===== src/rtl/ssrap_defines.svh =====
// Constants for the serial RAM access port, both ends.
// Included by the package and design files; definitions only.
`ifndef SSRAP_DEFINES_SVH
`define SSRAP_DEFINES_SVH
`define SSRAP_CMD_BITS 8
`define SSRAP_ADDR_BITS 16
`define SSRAP_BYTE_BITS 8
`define SSRAP_CLK_NS 4
`define SSRAP_MIN_BIT_NS 1000
`define SSRAP_HALF_BIT_CYC \
   ((`SSRAP_MIN_BIT_NS / 2 + `SSRAP_CLK_NS - 1) / `SSRAP_CLK_NS)
`define SSRAP_RAM_LO 16'h0000
`define SSRAP_RAM_HI 16'h0fff
`define SSRAP_IO_LO 16'h2000
`define SSRAP_IO_HI 16'h20ff
`define SSRAP_OP_READ 2'h3
`define SSRAP_OP_WRITE 2'h2
`define SSRAP_CMD_READ_QUIET 8'hc0
`define SSRAP_CMD_WRITE_QUIET 8'h80
`define SSRAP_FIFO_DEPTH 8
`endif


===== src/rtl/ssrap_pkg.sv =====
// Types shared by both ends of the serial RAM access port.
// Needs ssrap_defines.svh on the include path.
`include "ssrap_defines.svh"
package ssrap_pkg;
   typedef logic [`SSRAP_BYTE_BITS-1:0] ssrap_byte_t;
   typedef logic [`SSRAP_ADDR_BITS-1:0] ssrap_addr_t;
   typedef enum logic [1:0] {SSRAP_PH_CMD, SSRAP_PH_ADDR, SSRAP_PH_DATA}
      ssrap_phase_t;
endpackage


===== src/rtl/ssrap_link_if.sv =====
// Serial link between host master and device port.
// Data-out carries meaning only while its enable is high.
`timescale 1ns/1ps
interface ssrap_link_if;
   logic host_select_n;
   logic sclk;
   logic host_serial_in;
   logic host_serial_out;
   logic host_serial_out_en;
   modport device
   (
      input host_select_n,
      input sclk,
      input host_serial_in,
      output host_serial_out,
      output host_serial_out_en
   );
   modport host
   (
      output host_select_n,
      output sclk,
      output host_serial_in,
      input host_serial_out,
      input host_serial_out_en
   );
endinterface


===== src/rtl/ssrap_fifo.sv =====
// Parameterised valid/ready FIFO.
// Single clock, synchronous active-high reset.
`timescale 1ns/1ps
module ssrap_fifo #(
   parameter int WIDTH = 8,
   parameter int DEPTH = 8
)
(
   input wire logic ref_clk_in,
   input wire logic rst_in,
   input wire logic in_valid_in,
   output logic in_ready_out,
   input wire logic [WIDTH-1:0] in_data_in,
   output logic out_valid_out,
   input wire logic out_ready_in,
   output logic [WIDTH-1:0] out_data_out
);
   localparam int AW = $clog2(DEPTH);
   logic [WIDTH-1:0] mem_r [DEPTH];
   logic [AW-1:0] wp_r;
   logic [AW-1:0] rp_r;
   logic [AW:0] cnt_r;
   logic push;
   logic pop;
   assign in_ready_out = (cnt_r != (AW+1)'(DEPTH));
   assign out_valid_out = (cnt_r != '0);
   assign out_data_out = mem_r[rp_r];
   assign push = in_valid_in && in_ready_out;
   assign pop = out_valid_out && out_ready_in;
   always_ff @(posedge ref_clk_in)
   begin
      if (push)
         mem_r[wp_r] <= in_data_in;
   end
   always_ff @(posedge ref_clk_in)
   begin
      if (rst_in)
      begin
         wp_r <= '0;
         rp_r <= '0;
         cnt_r <= '0;
      end
      else
      begin
         if (push)
            wp_r <= (wp_r == AW'(DEPTH-1)) ? '0 : wp_r + 1'b1;
         if (pop)
            rp_r <= (rp_r == AW'(DEPTH-1)) ? '0 : rp_r + 1'b1;
         cnt_r <= cnt_r + (AW+1)'(push) - (AW+1)'(pop);
      end
   end
endmodule


===== src/rtl/ssrap_device.sv =====
// Device end: serial slave giving a host access to RAM and I/O space.
// Link pins are asynchronous to ref_clk_in and are synchronised here.
`timescale 1ns/1ps
`include "ssrap_defines.svh"
module ssrap_device
   import ssrap_pkg::*;
(
   input wire logic ref_clk_in,
   input wire logic rst_in,
   ssrap_link_if.device link,
   output logic mem_req_out,
   output logic mem_we_out,
   output ssrap_addr_t mem_addr_out,
   output ssrap_byte_t mem_wdata_out,
   input wire logic mem_ack_in,
   input wire ssrap_byte_t mem_rdata_in,
   output ssrap_byte_t last_cmd_out,
   output ssrap_addr_t last_addr_out,
   output logic last_addr_valid_out,
   output logic port_irq_out
);
   // =====================================================
   // Pin synchronisers
   logic [1:0] sel_s_r;
   logic [1:0] clk_s_r;
   logic [1:0] din_s_r;
   logic clk_d_r;
   always_ff @(posedge ref_clk_in)
   begin
      if (rst_in)
      begin
         sel_s_r <= 2'h3;
         clk_s_r <= 2'h0;
         din_s_r <= 2'h0;
         clk_d_r <= 1'b0;
      end
      else
      begin
         sel_s_r <= {sel_s_r[0], link.host_select_n};
         clk_s_r <= {clk_s_r[0], link.sclk};
         din_s_r <= {din_s_r[0], link.host_serial_in};
         clk_d_r <= clk_s_r[1];
      end
   end
   logic idle;
   logic rise;
   logic fall;
   assign idle = sel_s_r[1] || rst_in;
   // Edges only count while selected
   assign rise = !idle && clk_s_r[1] && !clk_d_r;
   assign fall = !idle && !clk_s_r[1] && clk_d_r;

   // =====================================================
   // Frame shifter
   ssrap_phase_t phase_r;
   logic [2:0] bit_r;
   logic [15:0] shreg_r;
   logic addr_half_r;
   ssrap_byte_t cmd_r;
   ssrap_addr_t addr_r;
   logic byte_done;
   logic [15:0] shreg_nxt;
   assign shreg_nxt = {shreg_r[14:0], din_s_r[1]};
   assign byte_done = rise && (bit_r == 3'h7);
   logic is_rd;
   logic is_wr;
   logic quiet;
   assign is_rd = cmd_r[7:6] == `SSRAP_OP_READ;
   assign is_wr = cmd_r[7:6] == `SSRAP_OP_WRITE;
   assign quiet = (cmd_r == `SSRAP_CMD_READ_QUIET) ||
                  (cmd_r == `SSRAP_CMD_WRITE_QUIET);
   // RAM or I/O window only; other addresses drop writes and read as zero
   logic addr_ok;
   assign addr_ok = (addr_r <= `SSRAP_RAM_HI) ||
                    (addr_r >= `SSRAP_IO_LO && addr_r <= `SSRAP_IO_HI);
   logic fifo_ready;
   logic rd_pend_r;
   ssrap_byte_t tx_r;
   always_ff @(posedge ref_clk_in)
   begin
      if (idle)
      begin
         phase_r <= SSRAP_PH_CMD;
         bit_r <= 3'h0;
         shreg_r <= 16'h0000;
         addr_half_r <= 1'b0;
         cmd_r <= 8'h00;
         addr_r <= 16'h0000;
      end
      else if (rise)
      begin
         shreg_r <= shreg_nxt;
         bit_r <= bit_r + 3'h1;
         if (byte_done)
         begin
            case (phase_r)
               SSRAP_PH_CMD:
                  cmd_r <= shreg_nxt[7:0];
               SSRAP_PH_ADDR:
                  addr_half_r <= 1'b1;
               default:
                  if (is_rd || is_wr)
                     addr_r <= addr_r + 16'h0001;
            endcase
            if (phase_r == SSRAP_PH_CMD)
               phase_r <= SSRAP_PH_ADDR;
            else if (phase_r == SSRAP_PH_ADDR && addr_half_r)
            begin
               phase_r <= SSRAP_PH_DATA;
               addr_r <= shreg_nxt;
            end
         end
      end
   end

   // =====================================================
   // Last command/address and interrupt
   logic frame_r;
   logic got_cmd_r;
   always_ff @(posedge ref_clk_in)
   begin
      if (rst_in)
      begin
         last_cmd_out <= 8'h00;
         last_addr_out <= 16'h0000;
         last_addr_valid_out <= 1'b0;
         port_irq_out <= 1'b0;
         frame_r <= 1'b0;
         got_cmd_r <= 1'b0;
      end
      else
      begin
         port_irq_out <= 1'b0;
         frame_r <= !sel_s_r[1];
         if (byte_done && phase_r == SSRAP_PH_CMD)
         begin
            last_cmd_out <= shreg_nxt[7:0];
            last_addr_valid_out <= 1'b0;
            got_cmd_r <= 1'b1;
         end
         if (byte_done && phase_r == SSRAP_PH_ADDR && addr_half_r)
         begin
            last_addr_out <= shreg_nxt;
            last_addr_valid_out <= 1'b1;
         end
         // Pulse once at frame end for non-quiet commands, even for a command-only frame
         if (frame_r && sel_s_r[1])
         begin
            got_cmd_r <= 1'b0;
            // cmd_r is cleared on this same edge, so it still holds here
            port_irq_out <= got_cmd_r && !quiet;
         end
      end
   end

   // =====================================================
   // Write path through FIFO toward memory
   logic wr_valid;
   logic [23:0] wq_data;
   logic wq_valid;
   logic wq_ready;
   assign wr_valid = byte_done && phase_r == SSRAP_PH_DATA && is_wr &&
                     addr_ok;
   ssrap_fifo #(.WIDTH(24), .DEPTH(`SSRAP_FIFO_DEPTH)) u_wq
   (
      .ref_clk_in(ref_clk_in),
      .rst_in(rst_in),
      .in_valid_in(wr_valid),
      .in_ready_out(fifo_ready),
      .in_data_in({addr_r, shreg_nxt[7:0]}),
      .out_valid_out(wq_valid),
      .out_ready_in(wq_ready),
      .out_data_out(wq_data)
   );
   // Memory port: queued writes first, then read prefetch
   logic busy_r;
   always_ff @(posedge ref_clk_in)
   begin
      if (rst_in)
      begin
         busy_r <= 1'b0;
         mem_req_out <= 1'b0;
         mem_we_out <= 1'b0;
         mem_addr_out <= 16'h0000;
         mem_wdata_out <= 8'h00;
      end
      else if (busy_r)
      begin
         if (mem_ack_in)
         begin
            busy_r <= 1'b0;
            mem_req_out <= 1'b0;
         end
      end
      else if (wq_valid)
      begin
         busy_r <= 1'b1;
         mem_req_out <= 1'b1;
         mem_we_out <= 1'b1;
         mem_addr_out <= wq_data[23:8];
         mem_wdata_out <= wq_data[7:0];
      end
      else if (rd_pend_r)
      begin
         busy_r <= 1'b1;
         mem_req_out <= 1'b1;
         mem_we_out <= 1'b0;
         mem_addr_out <= addr_r;
      end
   end
   assign wq_ready = !busy_r;

   // =====================================================
   // Read path: fetch at byte start, shift on falling edges
   logic start_rd;
   assign start_rd = byte_done && is_rd &&
      ((phase_r == SSRAP_PH_ADDR && addr_half_r) ||
       phase_r == SSRAP_PH_DATA);
   logic rd_ack;
   assign rd_ack = busy_r && mem_ack_in && !mem_we_out;
   always_ff @(posedge ref_clk_in)
   begin
      if (idle)
      begin
         rd_pend_r <= 1'b0;
         tx_r <= 8'h00;
      end
      else
      begin
         if (start_rd)
            rd_pend_r <= 1'b1;
         else if (!busy_r && !wq_valid && rd_pend_r)
            rd_pend_r <= 1'b0;
         // Slow link gives memory a half bit to answer
         if (rd_ack)
            tx_r <= addr_ok ? mem_rdata_in : 8'h00;
         else if (fall && phase_r == SSRAP_PH_DATA)
            tx_r <= {tx_r[6:0], 1'b0};
      end
   end
   always_ff @(posedge ref_clk_in)
   begin
      if (idle)
      begin
         link.host_serial_out <= 1'b0;
         link.host_serial_out_en <= 1'b0;
      end
      else
      begin
         link.host_serial_out_en <= 1'b1;
         if (fall && phase_r == SSRAP_PH_DATA && is_rd)
            link.host_serial_out <= tx_r[7];
      end
   end
   logic unused_tx;
   // FIFO cannot fill at the link's byte rate
   assign unused_tx = fifo_ready;
endmodule


===== src/flat_wrapper.sv =====
// flat-port wrapper written by rule: the top's interface ports become plain ports
module ssrap_device_flat import ssrap_pkg::*;
  (ref_clk_in, rst_in, mem_req_out, mem_we_out, mem_addr_out, mem_wdata_out, mem_ack_in, mem_rdata_in, last_cmd_out, last_addr_out, last_addr_valid_out, port_irq_out, link_host_select_n, link_sclk, link_host_serial_in, link_host_serial_out, link_host_serial_out_en);
  ssrap_link_if link_i ();
  input wire logic ref_clk_in;
  input wire logic rst_in;
  output logic mem_req_out;
  output logic mem_we_out;
  output ssrap_addr_t mem_addr_out;
  output ssrap_byte_t mem_wdata_out;
  input wire logic mem_ack_in;
  input wire ssrap_byte_t mem_rdata_in;
  output ssrap_byte_t last_cmd_out;
  output ssrap_addr_t last_addr_out;
  output logic last_addr_valid_out;
  output logic port_irq_out;
  input wire logic [$bits(link_i.host_select_n)-1:0] link_host_select_n;
  input wire logic [$bits(link_i.sclk)-1:0] link_sclk;
  input wire logic [$bits(link_i.host_serial_in)-1:0] link_host_serial_in;
  output wire logic [$bits(link_i.host_serial_out)-1:0] link_host_serial_out;
  output wire logic [$bits(link_i.host_serial_out_en)-1:0] link_host_serial_out_en;
  assign link_i.host_select_n = link_host_select_n;
  assign link_i.sclk = link_sclk;
  assign link_i.host_serial_in = link_host_serial_in;
  assign link_host_serial_out = link_i.host_serial_out;
  assign link_host_serial_out_en = link_i.host_serial_out_en;
  ssrap_device u_core (.ref_clk_in(ref_clk_in), .rst_in(rst_in), .link(link_i), .mem_req_out(mem_req_out), .mem_we_out(mem_we_out), .mem_addr_out(mem_addr_out), .mem_wdata_out(mem_wdata_out), .mem_ack_in(mem_ack_in), .mem_rdata_in(mem_rdata_in), .last_cmd_out(last_cmd_out), .last_addr_out(last_addr_out), .last_addr_valid_out(last_addr_valid_out), .port_irq_out(port_irq_out));
endmodule

===== config.mk =====
export PLATFORM = sky130hd
export DESIGN_NAME = ssrap_device_flat
export DESIGN_NICKNAME = d
export VERILOG_FILES = /design/src/rtl/ssrap_pkg.sv /design/src/rtl/ssrap_link_if.sv /design/src/rtl/ssrap_fifo.sv /design/src/rtl/ssrap_device.sv /design/src/flat_wrapper.sv
export VERILOG_INCLUDE_DIRS = /design/src /design/src/rtl
export SDC_FILE = /design/constraint.sdc
export NUM_CORES = 1
export LEC_CHECK = 0
export BUFFER_PORTS_ARGS = -buffer_cell sky130_fd_sc_hd__buf_2
export CAP_MARGIN = 20
export CORE_AREA = 2 2 172 174
export DETAILED_ROUTE_END_ITERATION = 7
export DIE_AREA = 0 0 174 176
export PLACE_DENSITY = 0.65
export REMOVE_ABC_BUFFERS = 1
export SKIP_LAST_GASP = 1
export SYNTH_ARGS = -nofsm -noshare
export SYNTH_HDL_FRONTEND = slang
export SYNTH_SLANG_ARGS = --single-unit
export TNS_END_PERCENT = 1

===== constraint.sdc =====
create_clock -name ref_clk_in -period 5.2 [get_ports ref_clk_in]
set_input_delay 1.04 -clock ref_clk_in [delete_from_list [all_inputs] [get_ports ref_clk_in]]
set_output_delay 1.04 -clock ref_clk_in [all_outputs]
set_load 0.01 [all_outputs]

==> impl_metrics.toml <==
[logic_synthesis]
synth_cell_types = 69
syn_area_sq_um = 12700
synthArstFlopShare_pct = 0
ys.warnings.count = 0
synth_flop_cell = "edfxtp_1"
synth-edff-count = 192
synth_seq_area_share_pct = 65.9
yosysTopAreaCellShare_pct = 45.3
ys_ff_latch = 323
post-synth-top-area-cell = "edfxtp_1"
synth_cells = 951
synth_area_leaders = "edfxtp_1, dfxtp_1, mux4_2"
avgSynthCellArea_sq_um = 13.4

[floorplanning]
io_pins = 68
coreArea_sq_um = 28500
start_util_pct = 44.6
rows = 62
dieArea_sq_um = 30600
die-height_microns = 176
die_width_microns = 174

[cells_and_area]
regArea_sq_um = 8390
final_util_pct = 50.8
multi_input_area_sq_um = 4030
fin_cells = 1422
drive_above_1_share_pct = 18.5
nFillCells = 2468
final_nets = 1040
diodes = 0
area_growth_pct = 13.9

[clocking]
cts_setup_buffers = 0
numCtsBuffers = 35
clk_latency_ps = 520
ctsHoldBuffers = 0
cts_tree = "done"
cts_max_level = 2
cts.clk_slew.worst_paths_ps = 50
cts_buffer_depth = 3
clock_tree.root_cell = "clkbuf_16"
clock-sinks = 323
cts-resized-gates = 0

[worst_setup_path]
crit_buf_inv = 2
worst_setup_path_end_kind = "flop"
crit_fanout = 14
crit_arrival_ps = 3760
crit_type = "reg -> reg"
cp_slowest_stage_delay_ps = 720
setup.worst_path.start_class = "flop"
crit_required_ps = 5560
path_delay_family = "adder cells"
slowest_stage = "o41ai_1"
path_cells = "o41ai_1 > and2_1 > nand3_1 > ha_1 > inv_1 > ha_1 > inv_1 > fa_1 > xor2_1 > nor2_1"

[placed_design]
dp_hpwl_mm = 17.3
io_buffers = 67
dp.cells = 1358
gp_congestion = 0.801

[status]
status = "finished, final reports clean"

[sta]
fin_crit_sh_pct = 65.3
post-route-min-period_ps = 3400
rsz0062_at_grt = "no"
setup_viol = 0
fmax_mhz = 294
hold_viol = 0
relSlewSlack_pct = 28.6
worst_pin_slew_ps = 1070
fin_setup_tns_ps = 0
clock_skew_ps = 18.4
slew_viol_final = 0
whs_ps = 406

[global_route]
grt_pass1_vias = 7807
grt_max_degree = 69
track_usage_pct = 18.6
grt_pass1_wl_mm = 44.4
grt_overflow = 0
antenna_found_initial = 0

[worst_hold_path]
hold_class = "reg -> reg"

[pwr]
ir_drop_uv = 193
power_density_nw_per_um2 = 431
leakage_nw = 5.00

[routing]
drc = 0
wire_per_inst_microns = 20.0
ant_nets = 0
drt_iter0_markers = 718
routed_wirelength_mm = 28.5
via_count = 7978
dr.pass1.iters = 6
vias_per_cell = 5.61

[flow_run]
cap_violations = 0
-- cell type report --
type,instances,area share (%)
clock inverter,13,0.509
tap,384,3.31
multi-input combinational,553,27.8
inverter,15,0.388
timing repair buffer,83,3.14
sequential,323,57.9
clock buffer,51,6.95
-- final timing paths --
path / from / to / cells after the start / slack [ps]
hold reg to reg: u_core.sel_s_r[0] / u_core.sel_s_r[1] / 1 / 410
setup reg to reg: u_core.addr_r[10] / u_core.u_wq.cnt_r[2] / 10 / 1800
hold / removal: u_core.sel_s_r[0] / u_core.sel_s_r[1] / 1 / 410
setup / recovery: u_core.addr_r[10] / u_core.u_wq.cnt_r[2] / 10 / 1800
-- power breakdown --
group          switching [mW]  internal [mW]  total (mW)
sequential              0.162           2.79        2.95
combinational           0.526          0.449       0.975
clock                   0.968           1.35        2.32
total                    1.66           4.59        6.24
-- cell usage in the layout, fill, tap and decap left out, types with 7 or more instances in the layout --
cell type,netlist,final
nand3_1,22,22
clkinv_1,0,7
a211oi_1,18,18
ha_1,14,14
edfxtp_1,192,192
mux4_2,36,36
dfxtp_1,131,130
nor3_1,17,13
a21oi_1,81,81
nand2_1,116,116
clkbuf_1,28,10
buf_2,19,67
clkbuf_16,0,36
mux2i_1,44,44
o21ai_0,19,19
nand4_1,11,11
nor2b_1,11,11
inv_1,13,13
a22oi_1,25,25
o22ai_1,12,12
buf_4,8,16
nor2_1,35,32
-- Yosys cell counts (all sizes together), types with 3 or more instances --
library cell / count
edfxtp: 192
dfxtp: 131
nand2: 116
a21oi: 81
mux2i: 44
mux4: 36
nor2: 35
buf: 32
clkbuf: 28
a22oi: 25
nand3: 23
nor3: 20
o21ai: 19
a211oi: 18
inv: 15
ha: 14
nand4: 12
o22ai: 12
nor2b: 11
nor4: 8
or3: 7
nand2b: 5
a21o: 4
a221oi: 4
a31oi: 4
and2: 4
nand3b: 4
or4: 4
and3: 3
nor4b: 3
o31ai: 3
or2: 3
-- per-layer routing --
metal | track usage, % | share of wire [%] | up-vias
li1 | - | - | 3725
met1 | 26.3 | 45 | 3923
met2 | 29.5 | 46 | 280
met3 | 3.36 | 6.7 | 50
met4 | 5.92 | 2.3 | 0
met5 | 0 | 0 | -
-- stage by stage --
stage / setup slack [ps] / cell area, sq um / power (mW)
2_1_floorplan: 385 / 12400 / 3.69
3_3_place_gp: 1700 / 13400 / 3.99
3_5_place_dp: 1650 / 13400 / 4.01
4_1_cts: 1860 / 14500 / 6.32
5_1_grt: 1520 / 14500 / 6.53
6_report: 1800 / 14500 / 6.24
-- flip-flops by register name, summed over array words and instances (netlist names), 3 cells and up, named ones only --
name and cells:
u_core.u_wq.mem_r 192, u_core.addr_r 16, u_core.last_addr_out 16, u_core.mem_addr_out 16
u_core.shreg_r 15, u_core.cmd_r 8, u_core.last_cmd_out 8, u_core.mem_wdata_out 8
u_core.tx_r 8, u_core.u_wq.cnt_r 4, u_core.bit_r 3, u_core.u_wq.rp_r 3
u_core.u_wq.wp_r 3
-- kinds of logic (layout without fill, tap and decap cells) --
| family | Yosys count | in the layout | synth area share [%] |
|---|---|---|---|
| buf+inv | 75 | 162 | 2.69 |
| mux | 80 | 80 | 9.83 |
| compound gates | 190 | 190 | 9.29 |
| xor+xnor | 3 | 3 | 0.207 |
| fa+ha+maj | 15 | 15 | 1.53 |
| flops | 323 | 323 | 65.9 |
| simple gates | 265 | 265 | 10.5 |
Note: power is estimated with default switching activity, not from simulation.
